[config.mk]
export PLATFORM = sky130hd
export DESIGN_NAME = tscc_top
export DESIGN_NICKNAME = d
export VERILOG_FILES = /design/src/pkg/tscc_pkg.sv /design/src/hdl/tscc_pin.sv /design/src/hdl/tscc_sync.sv /design/src/hdl/tscc_top.sv
export VERILOG_INCLUDE_DIRS = /design/src /design/src/pkg
export SDC_FILE = /design/constraint.sdc
export NUM_CORES = 1
export LEC_CHECK = 0
export ABC_AREA = 1
export BUFFER_PORTS_ARGS = -buffer_cell sky130_fd_sc_hd__clkbuf_2
export CORE_MARGIN = 1.5
export CORE_UTILIZATION = 58
export CTS_BUF_LIST = sky130_fd_sc_hd__clkbuf_2 sky130_fd_sc_hd__clkbuf_4 sky130_fd_sc_hd__clkbuf_8
export DETAILED_ROUTE_END_ITERATION = 10
export GPL_ROUTABILITY_DRIVEN = 0
export PLACE_DENSITY = 0.85
export SKIP_LAST_GASP = 1
export SYNTH_ARGS = -nofsm -noshare
export SYNTH_HDL_FRONTEND = slang
export SYNTH_HIERARCHICAL = 1
export SYNTH_SLANG_ARGS = --single-unit
[constraint.sdc]
create_clock -name CLK_SYS -period 2.65 [get_ports CLK_SYS]
set_clock_uncertainty 0.2 [all_clocks]
set_input_delay 0.265 -clock CLK_SYS [delete_from_list [all_inputs] [get_ports CLK_SYS]]
set_output_delay 0.265 -clock CLK_SYS [all_outputs]
set_load 0.02 [all_outputs]
[src/pkg/tscc_map.svh]
`ifndef TSCC_MAP_SVH
`define TSCC_MAP_SVH
// register indices on the plain port
`define TSCC_OFS_CS_B 3'h0
`define TSCC_OFS_CS_A 3'h1
`define TSCC_OFS_TCC 3'h2
`define TSCC_OFS_RISE 3'h3
`define TSCC_OFS_FALL 3'h4
`define TSCC_OFS_CONN 3'h5
// status/control bit positions
`define TSCC_BIT_MFB 7
`define TSCC_BIT_MFA 6
`define TSCC_BIT_WRAP 5
`define TSCC_BIT_B4 4
`define TSCC_BIT_START 4
// reset values
`define TSCC_RST_TCC 8'hff
`define TSCC_RST_CAP 8'h00
`define TSCC_RST_CNT 8'hff
// output action codes
`define TSCC_ACT_KEEP 2'h0
`define TSCC_ACT_LOW 2'h1
`define TSCC_ACT_HIGH 2'h2
`define TSCC_ACT_TOG 2'h3
`endif

[src/pkg/tscc_pkg.sv]
`include "tscc_map.svh"
package tscc_pkg;
  typedef enum logic [1:0] {CAP_IDLE, CAP_RISE, CAP_FALL} tscc_cap_t;

  typedef struct packed {
    logic [2:0] flg_b;
    logic [2:0] arm_b;
    logic [4:0] ctl_b;
    logic [3:0] flg_a;
    logic [3:0] arm_a;
    logic [3:0] ctl_a;
    logic [7:0] tcc;
    logic [7:0] rise;
    logic [7:0] fall;
    logic start;
    logic arm_start;
    tscc_cap_t cap;
    logic [7:0] prev_a;
    logic [7:0] prev_b;
    logic [3:0] eq_prev;
    logic match_c;
    logic irq;
    logic [7:0] rdata;
  } tscc_top_st_t;

  typedef struct packed {
    logic s1;
    logic s2;
    logic s3;
  } tscc_sync_st_t;

  typedef struct packed {
    logic pin;
  } tscc_pin_st_t;

  function automatic logic tscc_act(logic pin, logic [1:0] act);
    unique case (act)
      `TSCC_ACT_KEEP: return pin;
      `TSCC_ACT_LOW: return 1'b0;
      `TSCC_ACT_HIGH: return 1'b1;
      `TSCC_ACT_TOG: return ~pin;
    endcase
  endfunction
endpackage
[src/hdl/tscc_pin.sv]
`timescale 1ns/10ps
module tscc_pin
  import tscc_pkg::*;
(
  input wire logic clk,
  input wire logic nrst,
  input wire logic ev_b,
  input wire logic ev_a,
  input wire logic [1:0] act_b,
  input wire logic [1:0] act_a,
  output logic pin
);
  tscc_pin_st_t st_ff;
  tscc_pin_st_t nxt_st;

  // a coincident compare-b action is applied last and so wins when it is high or low
  always_comb begin
    nxt_st = st_ff;
    if (ev_a) begin
      nxt_st.pin = tscc_act(nxt_st.pin, act_a);
    end
    if (ev_b) begin
      nxt_st.pin = tscc_act(nxt_st.pin, act_b);
    end
  end

  always_ff @(posedge clk or negedge nrst) begin
    if (!nrst) begin
      st_ff <= '0;
    end else begin
      st_ff <= nxt_st;
    end
  end

  assign pin = st_ff.pin;
endmodule // tscc_pin

[src/hdl/tscc_sync.sv]
`timescale 1ns/10ps
module tscc_sync
  import tscc_pkg::*;
(
  input wire logic clk,
  input wire logic nrst,
  input wire logic din,
  output logic rise,
  output logic fall
);
  tscc_sync_st_t st_ff;
  tscc_sync_st_t nxt_st;

  // s1 feeds only s2; edges are taken between s2 and s3
  always_comb begin
    nxt_st = st_ff;
    nxt_st.s1 = din;
    nxt_st.s2 = st_ff.s1;
    nxt_st.s3 = st_ff.s2;
  end

  always_ff @(posedge clk or negedge nrst) begin
    if (!nrst) begin
      st_ff <= '0;
    end else begin
      st_ff <= nxt_st;
    end
  end

  assign rise = st_ff.s2 & ~st_ff.s3;
  assign fall = ~st_ff.s2 & st_ff.s3;
endmodule // tscc_sync

[src/hdl/tscc_top.sv]
`timescale 1ns/10ps
// What this block does
// - channel b counter equals const b sets flag
// - channel b counter equals const a sets flag
// - counter wrap from ff to 00 sets flag
// - flag clears only after read-one then write-zero
// - writing one to any flag is ignored
// - channel b bit 4 gates capture request
// - compare-b match drives channel b pin by bits 3:2
// - compare-a match drives channel b pin by bits 1:0
// - channel a compare matches set its flags
// - rise then fall on input sets capture flag
// - channel a matches drive channel a pin
// - counter equal to constant plus capture gives match c
// - match c suppressed on constant write, capture cycle
// - time constant readable, writable, resets to ff
// - capture registers read-only, eight bits, reset zero
// - start bit set: capture rise then fall
// - start bit self-clears after one measurement
// - both status registers reset to zero
// - start bit set by read-zero then write-one
module tscc_top
  import tscc_pkg::*;
#(
  parameter int CW = 8
) (
  input wire logic CLK_SYS,
  input wire logic NRST,
  input wire logic [2:0] ADDR,
  input wire logic [7:0] WDATA,
  input wire logic WR,
  input wire logic RD,
  output logic [7:0] RDATA,
  input wire logic [CW-1:0] CHAN_B_COUNTER,
  input wire logic [CW-1:0] CHAN_B_CONST_A,
  input wire logic [CW-1:0] CHAN_B_CONST_B,
  input wire logic [CW-1:0] CHAN_A_COUNTER,
  input wire logic [CW-1:0] CHAN_A_CONST_A,
  input wire logic [CW-1:0] CHAN_A_CONST_B,
  input wire logic EXT_RESET_IN_X,
  output logic CHAN_B_OUT_PIN,
  output logic CHAN_A_OUT_PIN,
  output logic MATCH_C,
  output logic CAPTURE_IRQ_REQUEST
);
  tscc_top_st_t st_ff;
  tscc_top_st_t nxt_st;
  logic ext_rise;
  logic ext_fall;
  logic wr_csb, wr_csa, wr_tcc, wr_conn;
  logic rd_csb, rd_csa, rd_conn;
  logic eq_bb, eq_ba, eq_ab, eq_aa, eq_c;
  logic wrap_b, wrap_a;
  logic cap_ld;
  logic [7:0] sum_c;
  logic [7:0] cs_b;
  logic [7:0] cs_a;

  //////////////////////////////////////////////////////////////////////////
  // helpers

  // set wins over the clear so an event in the clearing cycle survives
  function automatic logic flag_nxt(logic cur, logic set, logic arm, logic wr, logic wb);
    if (set) begin
      return 1'b1;
    end
    if (wr && arm && !wb) begin
      return 1'b0;
    end
    return cur;
  endfunction

  // armed by a read that saw one, consumed by the next write
  function automatic logic arm_nxt(logic arm, logic rd, logic cur, logic wr);
    if (wr) begin
      return 1'b0;
    end
    if (rd && cur) begin
      return 1'b1;
    end
    return arm;
  endfunction

  //////////////////////////////////////////////////////////////////////////
  // pin input and output pins

  tscc_sync u_sync (
    .clk(CLK_SYS),
    .nrst(NRST),
    .din(EXT_RESET_IN_X),
    .rise(ext_rise),
    .fall(ext_fall)
  );

  tscc_pin u_pin_b (
    .clk(CLK_SYS),
    .nrst(NRST),
    .ev_b(eq_bb && !st_ff.eq_prev[3]),
    .ev_a(eq_ba && !st_ff.eq_prev[2]),
    .act_b(st_ff.ctl_b[3:2]),
    .act_a(st_ff.ctl_b[1:0]),
    .pin(CHAN_B_OUT_PIN)
  );

  tscc_pin u_pin_a (
    .clk(CLK_SYS),
    .nrst(NRST),
    .ev_b(eq_ab && !st_ff.eq_prev[1]),
    .ev_a(eq_aa && !st_ff.eq_prev[0]),
    .act_b(st_ff.ctl_a[3:2]),
    .act_a(st_ff.ctl_a[1:0]),
    .pin(CHAN_A_OUT_PIN)
  );

  //////////////////////////////////////////////////////////////////////////
  // decode and compare

  assign wr_csb = WR && (ADDR == `TSCC_OFS_CS_B);
  assign wr_csa = WR && (ADDR == `TSCC_OFS_CS_A);
  assign wr_tcc = WR && (ADDR == `TSCC_OFS_TCC);
  assign wr_conn = WR && (ADDR == `TSCC_OFS_CONN);
  assign rd_csb = RD && (ADDR == `TSCC_OFS_CS_B);
  assign rd_csa = RD && (ADDR == `TSCC_OFS_CS_A);
  assign rd_conn = RD && (ADDR == `TSCC_OFS_CONN);

  assign eq_bb = (CHAN_B_COUNTER == CHAN_B_CONST_B);
  assign eq_ba = (CHAN_B_COUNTER == CHAN_B_CONST_A);
  assign eq_ab = (CHAN_A_COUNTER == CHAN_A_CONST_B);
  assign eq_aa = (CHAN_A_COUNTER == CHAN_A_CONST_A);
  assign wrap_b = (st_ff.prev_b == `TSCC_RST_CNT) && (CHAN_B_COUNTER == '0);
  assign wrap_a = (st_ff.prev_a == `TSCC_RST_CNT) && (CHAN_A_COUNTER == '0);

  // capture value is the rising-edge sample; the sum wraps in eight bits
  assign sum_c = 8'(st_ff.tcc + st_ff.rise);
  assign eq_c = (CHAN_A_COUNTER[7:0] == sum_c);
  assign cap_ld = (st_ff.cap == CAP_RISE && ext_rise) || (st_ff.cap == CAP_FALL && ext_fall);

  assign cs_b = {st_ff.flg_b, st_ff.ctl_b};
  assign cs_a = {st_ff.flg_a, st_ff.ctl_a};

  //////////////////////////////////////////////////////////////////////////
  // next state

  always_comb begin
    logic [3:0] set_a;
    logic [2:0] set_b;
    set_a = '0;
    set_b = '0;
    nxt_st = st_ff;
    nxt_st.prev_a = CHAN_A_COUNTER[7:0];
    nxt_st.prev_b = CHAN_B_COUNTER[7:0];
    nxt_st.eq_prev = {eq_bb, eq_ba, eq_ab, eq_aa};
    set_b = {eq_bb, eq_ba, wrap_b};
    set_a[3:1] = {eq_ab, eq_aa, wrap_a};

    // single-shot pulse width capture
    unique case (st_ff.cap)
      CAP_IDLE: begin
        if (st_ff.start) begin
          nxt_st.cap = CAP_RISE;
        end
      end
      CAP_RISE: begin
        if (ext_rise) begin
          nxt_st.rise = CHAN_A_COUNTER[7:0];
          nxt_st.cap = CAP_FALL;
        end
      end
      CAP_FALL: begin
        if (ext_fall) begin
          nxt_st.fall = CHAN_A_COUNTER[7:0];
          nxt_st.cap = CAP_IDLE;
          set_a[0] = 1'b1;
        end
      end
    endcase

    // flags: write of one ignored, clear needs a prior read of one
    for (int i = 0; i < 3; i++) begin
      nxt_st.flg_b[i] = flag_nxt(st_ff.flg_b[i], set_b[i], st_ff.arm_b[i], wr_csb,
                                 WDATA[5+i]);
      nxt_st.arm_b[i] = arm_nxt(st_ff.arm_b[i], rd_csb, st_ff.flg_b[i], wr_csb);
    end
    for (int i = 0; i < 4; i++) begin
      nxt_st.flg_a[i] = flag_nxt(st_ff.flg_a[i], set_a[i], st_ff.arm_a[i], wr_csa,
                                 WDATA[4+i]);
      nxt_st.arm_a[i] = arm_nxt(st_ff.arm_a[i], rd_csa, st_ff.flg_a[i], wr_csa);
    end
    if (wr_csb) begin
      nxt_st.ctl_b = WDATA[4:0];
    end
    if (wr_csa) begin
      nxt_st.ctl_a = WDATA[3:0];
    end
    if (wr_tcc) begin
      nxt_st.tcc = WDATA;
    end

    // start bit: armed by reading zero, set by writing one
    nxt_st.arm_start = rd_conn ? !st_ff.start : (wr_conn ? 1'b0 : st_ff.arm_start);
    if (wr_conn) begin
      if (WDATA[`TSCC_BIT_START] && st_ff.arm_start) begin
        nxt_st.start = 1'b1;
      end else if (!WDATA[`TSCC_BIT_START]) begin
        nxt_st.start = 1'b0;
        nxt_st.cap = CAP_IDLE;
      end
    end
    if (st_ff.cap == CAP_FALL && ext_fall) begin
      nxt_st.start = 1'b0;
    end

    // the compare is blind while either operand is being loaded
    nxt_st.match_c = eq_c && !wr_tcc && !cap_ld;
    nxt_st.irq = st_ff.ctl_b[`TSCC_BIT_B4] && st_ff.flg_a[0];

    // read data stands for one cycle only
    nxt_st.rdata = '0;
    if (RD) begin
      unique case (ADDR)
        `TSCC_OFS_CS_B: nxt_st.rdata = cs_b;
        `TSCC_OFS_CS_A: nxt_st.rdata = cs_a;
        `TSCC_OFS_TCC: nxt_st.rdata = st_ff.tcc;
        `TSCC_OFS_RISE: nxt_st.rdata = st_ff.rise;
        `TSCC_OFS_FALL: nxt_st.rdata = st_ff.fall;
        `TSCC_OFS_CONN: nxt_st.rdata = 8'(st_ff.start) << `TSCC_BIT_START;
        default: nxt_st.rdata = '0;
      endcase
    end
  end

  //////////////////////////////////////////////////////////////////////////
  // state register

  always_ff @(posedge CLK_SYS or negedge NRST) begin
    if (!NRST) begin
      st_ff <= '0;
      st_ff.tcc <= `TSCC_RST_TCC;
      st_ff.rise <= `TSCC_RST_CAP;
      st_ff.fall <= `TSCC_RST_CAP;
      st_ff.cap <= CAP_IDLE;
    end else begin
      st_ff <= nxt_st;
    end
  end

  assign RDATA = st_ff.rdata;
  assign MATCH_C = st_ff.match_c;
  assign CAPTURE_IRQ_REQUEST = st_ff.irq;
endmodule // tscc_top

# [After elaboration in Yosys (flattened, before gate mapping)]
# Cells that the tools add are included.
[totals] register_bits=86 latchBits=0 mem_bits_rw=0 mem_bits_ro=0 input_bits=64 output_inout_bits=12 wordCells=261 mem_count=0
[classes] addsub=1 n_mul=0 div=0 n_lt_le_gt_ge=0 n_eq_ne=27 shifts=0 n_mux=113 bitwise=8 n_reduce_logical=79
[op_table] operator="1-bit two-way mux" count=100
[op_table] operator="8-bit one-hot mux with 6 select lines" count=1
[op_table] operator="8-bit equality test" count=5
[op_table] operator="1-bit logical AND" count=40
[op_table] operator="2-bit nonzero test" count=16
[op_table] operator="2-bit equality test, second input constant" count=9
[op_table] operator="8-bit equality test, second input constant" count=2
[op_table] operator="8-bit logical NOT" count=2
[op_table] operator="1-bit one-hot mux with 4 select lines" count=4
[op_table] operator="2-bit two-way mux" count=6
[op_table] operator="1-bit logical NOT" count=11
[op_table] operator="2-bit by 1-bit equality test with 1-bit output, second input constant" count=5
[op_table] operator="2-bit logical NOT" count=5
[op_table] operator="8-bit adder" count=1
[op_table] operator="8-bit two-way mux" count=1
[op_table] operator="3-bit by 2-bit equality test with 1-bit output, second input constant" count=2
[op_table] operator="3-bit equality test, second input constant" count=2
[op_table] operator="1-bit inverter" count=6
[op_table] operator="2-bit one-hot mux with 3 select lines" count=1
[op_table] operator="2-bit AND reduction" count=3
[op_table] operator="3-bit by 1-bit equality test with 1-bit output, second input constant" count=1
[op_table] operator="3-bit logical NOT" count=1
[op_table] operator="3-bit by 1-bit != test with 1-bit output, second input constant" count=1
[op_table] operator="1-bit bitwise AND" count=2
[op_table] operator="1-bit logical OR" count=1

# [Logic depth before layout (Yosys ltp)]
# Gate-level depths: netlist (run 1).
[logic_depth] depth_word=8 depth_mapped=12 mapped_depth_nobuf=12

# [Modules after synthesis]
# The synthesis (run 1) kept the hierarchy.
[modules_own_cells] module="tscc_top" n_inst=1 cells_per_inst=512 area_per_inst_um2=4215.3 seq_area_each_um2=2037.0
[modules_own_cells] module="tscc_pin" n_inst=2 cells_per_inst=13 area_per_inst_um2=75.1 seq_area_each_um2=25.0
[modules_own_cells] module="tscc_sync" n_inst=1 cells_per_inst=7 area_per_inst_um2=90.1 seq_area_each_um2=75.1

# [Worst setup path before layout (run 1)]
# OpenSTA, ideal clock, no wires.
[synth_path] path_kind="flip-flop to flip-flop" startpoint="register st_ff[50] (netlist name)" endpoint="register st_ff (netlist bit MATCH_C)" setup_ns=0.071 arrival_ns=1.666 slack_ns=0.713 stages_incl_launch_ff=12 path_buffers=0 period_less_slack_ns=1.937 cell_sequence="dfstp_2 -> ha_1 -> fa_1 -> nand2_1 -> nand2_1 -> nor2_1 -> nand2_1 -> nor2_1 -> nand2_1 -> nor2_1 -> nand2_1 -> nor2_1"
[synth_lines] element="from (decl)" line_no="tscc_top.sv:46" rtl="tscc_top_st_t st_ff;"
[synth_lines] element="from (signal assigned)" line_no="tscc_top.sv:243" rtl="st_ff <= nxt_st;"

==> results of run 1 <==
==> state kept, by name, summed over array words and instances (netlist names), 2 cells and up <==
| name | cells |
|---|---|
| st_ff | 55 |
| cs_b | 8 |
| u_sync/nxt_st | 2 |
| RDATA | 8 |
| cs_a | 8 |
==> through the flow <==
step           instances  instance area (um^2)  hold WS, ps
5_1_grt              746                  5320         10.3
4_1_cts              746                  5320         4.98
3_5_place_dp         707                  4890         79.5
3_3_place_gp         707                  4890         71.9
2_1_floorplan        545                  4460         -231
6_report             746                  5320        -5.56
==> Yosys cell counts, types with 9 or more instances <==
cell type and number:
nand2_1 142, nor2_1 41, nand3_1 29, o21ai_0 39
a21oi_1 19, xnor2_1 14, ha_1 9, nand4_1 12
dfrtp_1 78, or2_2 20, inv_1 76
==> where the power goes <==
part	internal, W	switching (W)
Clock	0.000487	0.000461
Combinational	0.000541	0.000798
Sequential	0.00163	0.000204
==> repair_timing <==
action                     in CTS  in global routing
setup endpoints to repair       0                  0
hold buffers                   23                  0
hold endpoints to repair       60                  0
==> layout make-up <==
cell class	instances	area (um^2)
Tap cell	99	124
Multi-Input combinational cell	365	1890
Clock buffer	11	151
Clock inverter	5	56.3
Inverter	80	302
Timing Repair Buffer	100	636
Fill cell	529	2010
Sequential cell	86	2160
==> per-layer routing <==
| metal | vias up | global-route usage, % | share of wire [%] |
|---|---|---|---|
| met2 | 137 | 44.5 | 48 |
| li1 | 1924 | - | - |
| met1 | 1851 | 36.7 | 44 |
| met4 | 0 | 11.8 | 2.5 |
| met5 | - | 0 | 0 |
| met3 | 23 | 3.62 | 5.6 |
==> worst min-delay path, delay by kind of cell <==
family | cells | cell delay [ps]
buffers and inverters | 2 | 180
AO/OA/AOI/OAI | 1 | 110
==> worst max path at each step <==
| stage | start | endpoint | slack [ps] | cells after the start |
|---|---|---|---|---|
| global placement | st_ff[50] | MATCH_C | 640 | 11 |
| floorplan | st_ff[50] | MATCH_C | 710 | 11 |
| global route | st_ff[50] | MATCH_C | 360 | 11 |
| finish | st_ff[50] | MATCH_C | 570 | 11 |
| detailed placement | st_ff[50] | MATCH_C | 600 | 11 |
| CTS | st_ff[50] | MATCH_C | 570 | 11 |
==> kinds of logic (layout without fill, tap and decap cells) <==
family                     after synthesis  count (layout)
and+or+nand+nor                        265             265
buffers and inverters                   94             196
DFF                                     86              86
AOI/OAI and AO/OA                       69              69
xor gates and xnor gates                17              17
adders and majority gates               10              10
muxes                                    4               4
==> metrics, run 1 <==
period utilization=78.5%; Compound-Gate Fraction of Synth Area=~8.6%; startpoint class of the critical path=flip-flop; Ys Warns=6; worst-path maximum fanout=3; worst r2r src=st_ff[50]; Critical Path RT=2750 ps; routed vias=3,935; setup ws final=569 ps; Final setup viols=0; HPWL Detailed=between 7000 and 8000 um; Hold Path Depth=3; flops & latches, synth=86; Die Wd=90.6 um; largest vdd supply drop=0.352 mV; ys async rst share=100%; Post-Syn Area=4460 um^2; run status=complete, but fails checks; Crit Path Category=reg2reg; main combinational cell family by area after synthesis=simple AND/OR/NAND/NOR gates; DIE AREA=8220 um^2; FP Rows=31; DR WL/cell=roughly 14 um; Overall Global Routing Usage=between 20% and 30%; RSZ-0062 raised after global routing=false; setup slack, reg-to-reg=between 500 and 600 ps; htree depth=3; Total Wirelength=10,600 um; Tmin final=2080 ps; Synth Area in Adders=2.98%; Max-slew headroom=64.8%; Hold Path Class=in2reg; top post-synthesis cells by area=dfrtp_1 44%, nand2_1 12%, inv_1 6.4%; number of routed nets with antenna violations=0; number of max-cap violations=0; IO buf count=75; final setup TNS=0 ps; CORE AREA=about 7300 um^2; Fin. Hold Viols=1; Synth Area in XOR/XNOR=3.34%; clk buf depth=2; worst reg-to-reg path cell count=11; Die Height=a little over 90 um; Ant. Diodes=0; count of pins over their slew limit=0; antenna violations before repair=0; post-CTS setup buffer count=0; largest net degree at the start of global routing=48; Power, Total=0.00412 W; vias in the first global route=3,842; CP Cell Sequence=ha_1, fa_1, nand2_1, nand2_1, nor2_1, nand2_1, nor2_1, nand2_1, nor2_1, nand2_1, nor2_1; Area Overhead vs Synth=19.5%; Clock Pin Slew Worst Setup and Hold Paths=~80 ps; WHS=-5.56 ps; Synth Flop Type=dfrtp_1; Yosys top cell area share=between 40% and 50%; Starting DRT DRC Count=228; highest attainable clock frequency=480 MHz; P_leak=around 2.8 nW; Synth area leader=dfrtp_1; hold path start=WDATA[0]; PwrDens=774 nW/um^2; most frequent cells in the layout=142 x nand2_1, 78 x dfrtp_1, 76 x inv_1, 74 x clkbuf_2, 41 x nor2_1; share of layout cells above drive strength 1=21.2%; Initial Utilization=slightly above 60%; DRT Pass-1 Iters=5; syn avg cell area=8.18 um^2; DR DRC count=0; Worst Setup Slack post-DPL=596 ps; Clk Latency, worst-skew pair=360 ps; post-synthesis simple-gate area fraction=a little over a quarter; Arr. time, crit path=2180 ps; cell count after synthesis=545; Post-synth EDFFs=0; mux cell area share after synthesis=1.18%; reg2reg end=MATCH_C; CP Buf/Inv Count=0; most used cell, CP=nand2_1; Slowest cell on crit path=dfstp_2; Num CTS Buffers=9; Syn Nets=619; most common cell after layout, fill and taps aside=nand2_1; CP top delay family=simple AND/OR/NAND/NOR gates; Root Driver=clkbuf_8; Worst path max stage delay=about 550 ps; I/O pin total=76; CTS tree=yes; Seq/Total Area, Yosys=48.5%; endpoint of the worst hold path=st_ff[50]; Final nets=716; first-pass GRT wire length=17,600 um; Worst setup EP type=flip-flop; Util after Layout=around 73%; drt via density=5.27; post-synth cell types=39; Slew @ Worst Pin=528 ps; Sink Count=86; Post-CTS Resized=0; failing checks=hold timing; Overflow after GRT=0
No activity file was read; power rests on OpenSTA's default activity.
==> run 2: changes to the inputs <==
==> constraint.sdc (replaced) <==
create_clock -name CLK_SYS -period 2.2 [get_ports CLK_SYS]
set_clock_uncertainty 0.2 [all_clocks]
set_input_delay 0.22 -clock CLK_SYS [delete_from_list [all_inputs] [get_ports CLK_SYS]]
set_output_delay 0.22 -clock CLK_SYS [all_outputs]
set_load 0.02 [all_outputs]
==> metrics, run 2 (synthesis gave the netlist of run 1 again) <==
most frequent cells in the layout=142 x nand2_1, 78 x dfrtp_1, 76 x inv_1, 74 x clkbuf_2, 41 x nor2_1 (unchanged); share of layout cells above drive strength 1=21.4% (was 21.2%); setup ws final=139 ps (was 569 ps); I/O pin total=76 (unchanged); most common cell after layout, fill and taps aside=nand2_1 (unchanged); Num CTS Buffers=9 (unchanged); worst-path maximum fanout=3 (unchanged); clk buf depth=2 (unchanged); antenna violations before repair=0 (unchanged); Ant. Diodes=0 (unchanged); Die Height=90.6 um (unchanged); largest net degree at the start of global routing=35 (was 48); highest attainable clock frequency=485 MHz (was 480 MHz); Final nets=723 (was 716); htree depth=3 (unchanged); number of max-cap violations=0 (unchanged); CP Buf/Inv Count=0 (unchanged); max reg flops=55 (unchanged); Slowest cell on crit path=dfstp_2 (unchanged); Slew @ Worst Pin=412 ps (was 528 ps); IO buf count=75 (unchanged); Worst setup EP type=flip-flop (unchanged); final setup TNS=0 ps (unchanged); HPWL Detailed=7880 um (was 7680 um); startpoint class of the critical path=flip-flop (unchanged); DR DRC count=0 (unchanged); largest vdd supply drop=0.533 mV (was 0.352 mV); Area Overhead vs Synth=20.5% (was 19.5%); DR WL/cell=14.2 um (about the same); P_leak=2.85 nW (was 2.82 nW); drt via density=5.33 (was 5.27); Final setup viols=0 (unchanged); routed vias=4,010 (was 3,935); Die Wd=90.6 um (unchanged); Hold Path Class=in2reg (unchanged); CP top delay family=simple AND/OR/NAND/NOR gates (unchanged); Starting DRT DRC Count=247 (was 228); RSZ-0062 raised after global routing=false (unchanged); count of pins over their slew limit=0 (unchanged); Overflow after GRT=0 (unchanged); Tmin final=2060 ps (was 2080 ps); Power, Total=0.00490 W (was 0.00412 W); Worst Setup Slack post-DPL=155 ps (was 596 ps); Root Driver=clkbuf_8 (unchanged); Crit Path Category=reg2reg (unchanged); Most flops, register=st_ff (unchanged); Total Wirelength=10,700 um (was 10,600 um); run status=finished clean (was complete, but fails checks); Worst path max stage delay=550 ps (about the same); most used cell, CP=nand2_1 (unchanged); FP Rows=31 (unchanged); vias in the first global route=3,808 (was 3,842); fin cells=753 (was 746); Initial Utilization=60.8% (unchanged); number of routed nets with antenna violations=0 (unchanged); DRT Pass-1 Iters=5 (unchanged); dpl cells=710 (was 707); first-pass GRT wire length=17,600 um (about the same); Clk Latency, worst-skew pair=360 ps (about the same); Overall Global Routing Usage=27.1% (was 27.3%); period utilization=93.7% (was 78.5%); CP Cell Sequence=ha_1, fa_1, nand2_1, nand2_1, nor2_1, nand2_1, nor2_1, nand2_1, nor2_1, nand2_1, nor2_1 (unchanged); CORE AREA=7330 um^2 (unchanged); Arr. time, crit path=2160 ps (was 2180 ps); CTS tree=yes (unchanged); Filler cells=534 (was 529); Max-slew headroom=72.3% (was 64.8%); Sink Count=86 (unchanged); Critical Path RT=2300 ps (was 2750 ps); DIE AREA=8220 um^2 (unchanged); Fin. Hold Viols=0 (was 1); Clock Pin Slew Worst Setup and Hold Paths=80 ps (about the same); PwrDens=913 nW/um^2 (was 774 nW/um^2); Util after Layout=73.2% (was 72.6%)
-- run 2: cell types whose count changed in the layout (fill, tap and decap cells not counted), sizes merged --
cell	before	now
buf	3	6
inv	79	78
clkbuf	85	87
bufinv	1	0
dlygate4sd3	23	27
-- run 2: timing repair --
action	4_1_cts	5_1_grt
buffers inserted	0	0
hold endpoints to repair	96	0
hold buffers	27	0
gates resized for setup	0	0
-- run 2: area by class of cell --
| type | count | area [um^2] | share of cell area, % |
|---|---|---|---|
| Inverter | 80 | 302 | 5.62 |
| Clock inverter | 3 | 17.5 | 0.326 |
| Multi-Input combinational cell | 365 | 1890 | 35.3 |
| Timing Repair Buffer | 107 | 698 | 13.0 |
| Sequential cell | 86 | 2160 | 40.3 |
| Tap cell | 99 | 124 | 2.31 |
| Clock buffer | 13 | 173 | 3.22 |
-- run 2: final timing paths --
check,slack [ps],start,to,depth (start not counted)
max,140,st_ff[50],MATCH_C,11
min in group asynchronous,130,NRST,st_ff[32],2
max reg2reg,140,st_ff[50],MATCH_C,11
max in group asynchronous,980,NRST,st_ff[51],3
min reg2reg,150,u_sync/nxt_st[1],u_sync/nxt_st[0],0
min,80,ADDR[0],RDATA[7],4
-- run 2: power by group --
part	internal, W	switching [W]
sequential	0.00196	0.000251
clock	0.000512	0.000548
combinational	0.000663	0.000965
total	0.00314	0.00176
-- run 2: layer usage --
layer | global-route usage [%] | wire, um | up-vias
met5 | 0 | 0 | -
met1 | 36.6 | 4570 | 1889
met3 | 3.62 | 709 | 22
met2 | 45.2 | 5190 | 157
li1 | - | - | 1942
met4 | 8.99 | 205 | 0
-- run 2: per-stage QoR --
step	instance area [um^2]	hold WS [ps]
after detailed placement	4910	-17.7
after CTS	5370	82.9
after global placement	4910	-22.4
after global routing	5370	113
after floorplan	4460	-276
final	5370	84.2
-- run 2: worst min-delay path, delay by kind of cell --
family,cells,cell delay [ps]
and+or+nand+nor,2,160
buffers and inverters,1,150
AOI/OAI and AO/OA,1,70
==> run 3: changes to the inputs <==
--- a/config.mk
+++ b/config.mk
@@ -6,7 +6,6 @@
 export SDC_FILE = /design/constraint.sdc
 export NUM_CORES = 1
 export LEC_CHECK = 0
-export ABC_AREA = 1
 export BUFFER_PORTS_ARGS = -buffer_cell sky130_fd_sc_hd__clkbuf_2
 export CORE_MARGIN = 1.5
 export CORE_UTILIZATION = 58
==> metrics, run 3 <==
startpoint class of the critical path=flip-flop (unchanged); DIE AREA=7960 um^2 (was 8220 um^2); Ant. Diodes=0 (unchanged); period utilization=97.1% (was 93.7%); met3 WL=604 um (was 709 um); Die Wd=89.2 um (was 90.6 um); max reg flops=55 (unchanged); DR DRC count=0 (unchanged); Synth area leader=dfrtp_1 (unchanged); vias in the first global route=3,558 (was 3,808); largest net degree at the start of global routing=51 (was 35); most common cell after layout, fill and taps aside=dfrtp_1 (was nand2_1); Slew @ Worst Pin=513 ps (was 412 ps); Most flops, register=st_ff (unchanged); Sink Count=86 (unchanged); Total Wirelength=10,600 um (was 10,700 um); CTS tree=yes (unchanged); most instantiated cells after synthesis=78 x dfrtp_1, 37 x nand2_1, 35 x xor2_1 (was 142 x nand2_1, 78 x dfrtp_1, 76 x inv_1); Final setup viols=0 (unchanged); RSZ-0062 raised after global routing=true (was false); largest vdd supply drop=0.491 mV (was 0.533 mV); Overall Global Routing Usage=29.7% (was 27.1%); Synth Flop Type=dfrtp_1 (unchanged); DR WL/cell=17.8 um (was 14.2 um); setup slack, reg-to-reg=60 ps (was 140 ps); Crit Path Category=reg2reg (unchanged); main combinational cell family by area after synthesis=simple AND/OR/NAND/NOR gates (unchanged); Synth Area in Adders=3.08% (was 2.98%); Yosys top cell area share=45.3% (was 43.8%); Clk Latency, worst-skew pair=360 ps (about the same); met2 wire length=5210 um (was 5190 um); Arr. time, crit path=2210 ps (was 2160 ps); Num CTS Buffers=9 (unchanged); worst-path maximum fanout=7 (was 3); Ys Warns=6 (unchanged); Compound-Gate Fraction of Synth Area=7.57% (was 8.57%); highest metal used=met4 (unchanged); run status=finished clean (unchanged); highest attainable clock frequency=468 MHz (was 485 MHz); most frequent cells in the layout=78 x dfrtp_1, 74 x clkbuf_2, 37 x nand2_1, 35 x xor2_1, 28 x mux2_2 (was 142 x nand2_1, 78 x dfrtp_1, 76 x inv_1, 74 x clkbuf_2, 41 x nor2_1); Clock Pin Slew Worst Setup and Hold Paths=90 ps (was 80 ps); top post-synthesis cells by area=dfrtp_1 45%, mux2_2 7.3%, xor2_1 7.1% (was dfrtp_1 44%, nand2_1 12%, inv_1 6.4%); Starting DRT DRC Count=290 (was 247); Critical Path RT=2270 ps (was 2300 ps); Root Driver=clkbuf_8 (unchanged); PwrDens=986 nW/um^2 (was 913 nW/um^2); P_leak=2.53 nW (was 2.85 nW); IO buf count=75 (unchanged); met1 wire length=4330 um (was 4570 um); Hold Path Class=in2reg (unchanged); Syn Nets=460 (was 619); DRT Pass-1 Iters=5 (unchanged); post-synth cell types=49 (was 39); count of pins over their slew limit=0 (unchanged); mux cell area share after synthesis=11.5% (was 1.18%); Die Height=89.2 um (was 90.6 um); CORE AREA=7210 um^2 (was 7330 um^2); Worst setup EP type=flip-flop (unchanged); routed vias=3,428 (was 4,010); number of max-cap violations=0 (unchanged); clk buf depth=2 (unchanged); Seq/Total Area, Yosys=50.1% (was 48.5%); htree depth=3 (unchanged); FP Rows=31 (unchanged); Area Overhead vs Synth=23.5% (was 20.5%); most common cell in the netlist=dfrtp_1 (was nand2_1); HPWL Detailed=7230 um (was 7880 um); drt via density=5.76 (was 5.33); number of routed nets with antenna violations=0 (unchanged); Final nets=565 (was 723); ys async rst share=100% (unchanged); flops & latches, synth=86 (unchanged); Tmin final=2140 ps (was 2060 ps); Overflow after GRT=0 (unchanged); syn avg cell area=11.2 um^2 (was 8.18 um^2); Max-slew headroom=65.8% (was 72.3%); I/O pin total=76 (unchanged); Util after Layout=73.8% (was 73.2%); Fin. Hold Viols=0 (unchanged); cell count after synthesis=386 (was 545); Initial Utilization=59.8% (was 60.8%); Synth Area in XOR/XNOR=9.54% (was 3.34%); WHS=40.2 ps (was 84.2 ps); antenna violations before repair=0 (unchanged); first-pass GRT wire length=17,300 um (was 17,600 um); share of layout cells above drive strength 1=32.1% (was 21.4%); Post-synth EDFFs=0 (unchanged); Post-Syn Area=4310 um^2 (was 4460 um^2); post-synthesis simple-gate area fraction=13.8% (was 26.4%)
run 3: worst paths after layout:
| path | start | to | cells after the start |
|---|---|---|---|
| worst max-delay path | st_ff[54] | MATCH_C | 6 |
| worst min-delay path | RD | RDATA[4] | 2 |
| worst max register to register | st_ff[54] | MATCH_C | 6 |
| worst min register to register | u_sync/nxt_st[1] | u_sync/nxt_st[0] | 0 |
| max in group asynchronous | NRST | st_ff[55] | 3 |
| min in group asynchronous | NRST | st_ff[32] | 2 |
run 3: routing by layer:
metal | global-route usage [%] | vias to the layer above
met5 | 0 | -
met3 | 4.16 | 46
met2 | 50.3 | 167
li1 | - | 1549
met1 | 37.8 | 1666
met4 | 14.3 | 0
run 3: cells by family (layout without fill, tap and decap cells):
group,Yosys count,in the layout
compound gates,52,52
xor+xnor,47,47
fa+ha+maj,10,10
buf+inv,34,144
flops,86,86
mux,42,42
simple gates,115,115
run 3: report_power, final:
part,switching (W),internal [W]
Clock,0.000576,0.000604
Sequential,0.000280,0.00195
Combinational,0.000926,0.000914
run 3: stage by stage:
step           TNS, ps  power (W)  cell area (um^2)  worst slack, ps  std cells
2_1_floorplan        0    0.00340              4310              100        386
3_5_place_dp         0    0.00385              4790             1.80        549
6_report             0    0.00525              5330             62.8        595
4_1_cts              0    0.00514              5300             3.73        593
5_1_grt          -10.0    0.00552              5330            -10.0        595
3_3_place_gp         0    0.00373              4790             17.2        549
run 3: repair_timing:
item | CTS | global route
setup buffers | 2 | 2
endpoints found under the hold margin | 70 | 0
hold buffers | 26 | 0
pin swaps | 2 | 5
gates resized for setup | 4 | 3
endpoints found under the setup margin | 1 | 2
run 3: final cells by class:
type	instances	area, um^2
Clock buffer	12	159
Clock inverter	4	55.1
Fill cell	501	1890
Inverter	7	26.3
Multi-Input combinational cell	266	2000
Sequential cell	86	2160
Tap cell	99	124
Timing Repair Buffer	121	801
run 3: worst max-delay path: stages (launching register included):
cell and delay, ps:
dfstp_2 550, ha_1 320, a211o_1 330, a21oi_1 120
o21ai_0 110, xnor2_1 150, nor4_2 260
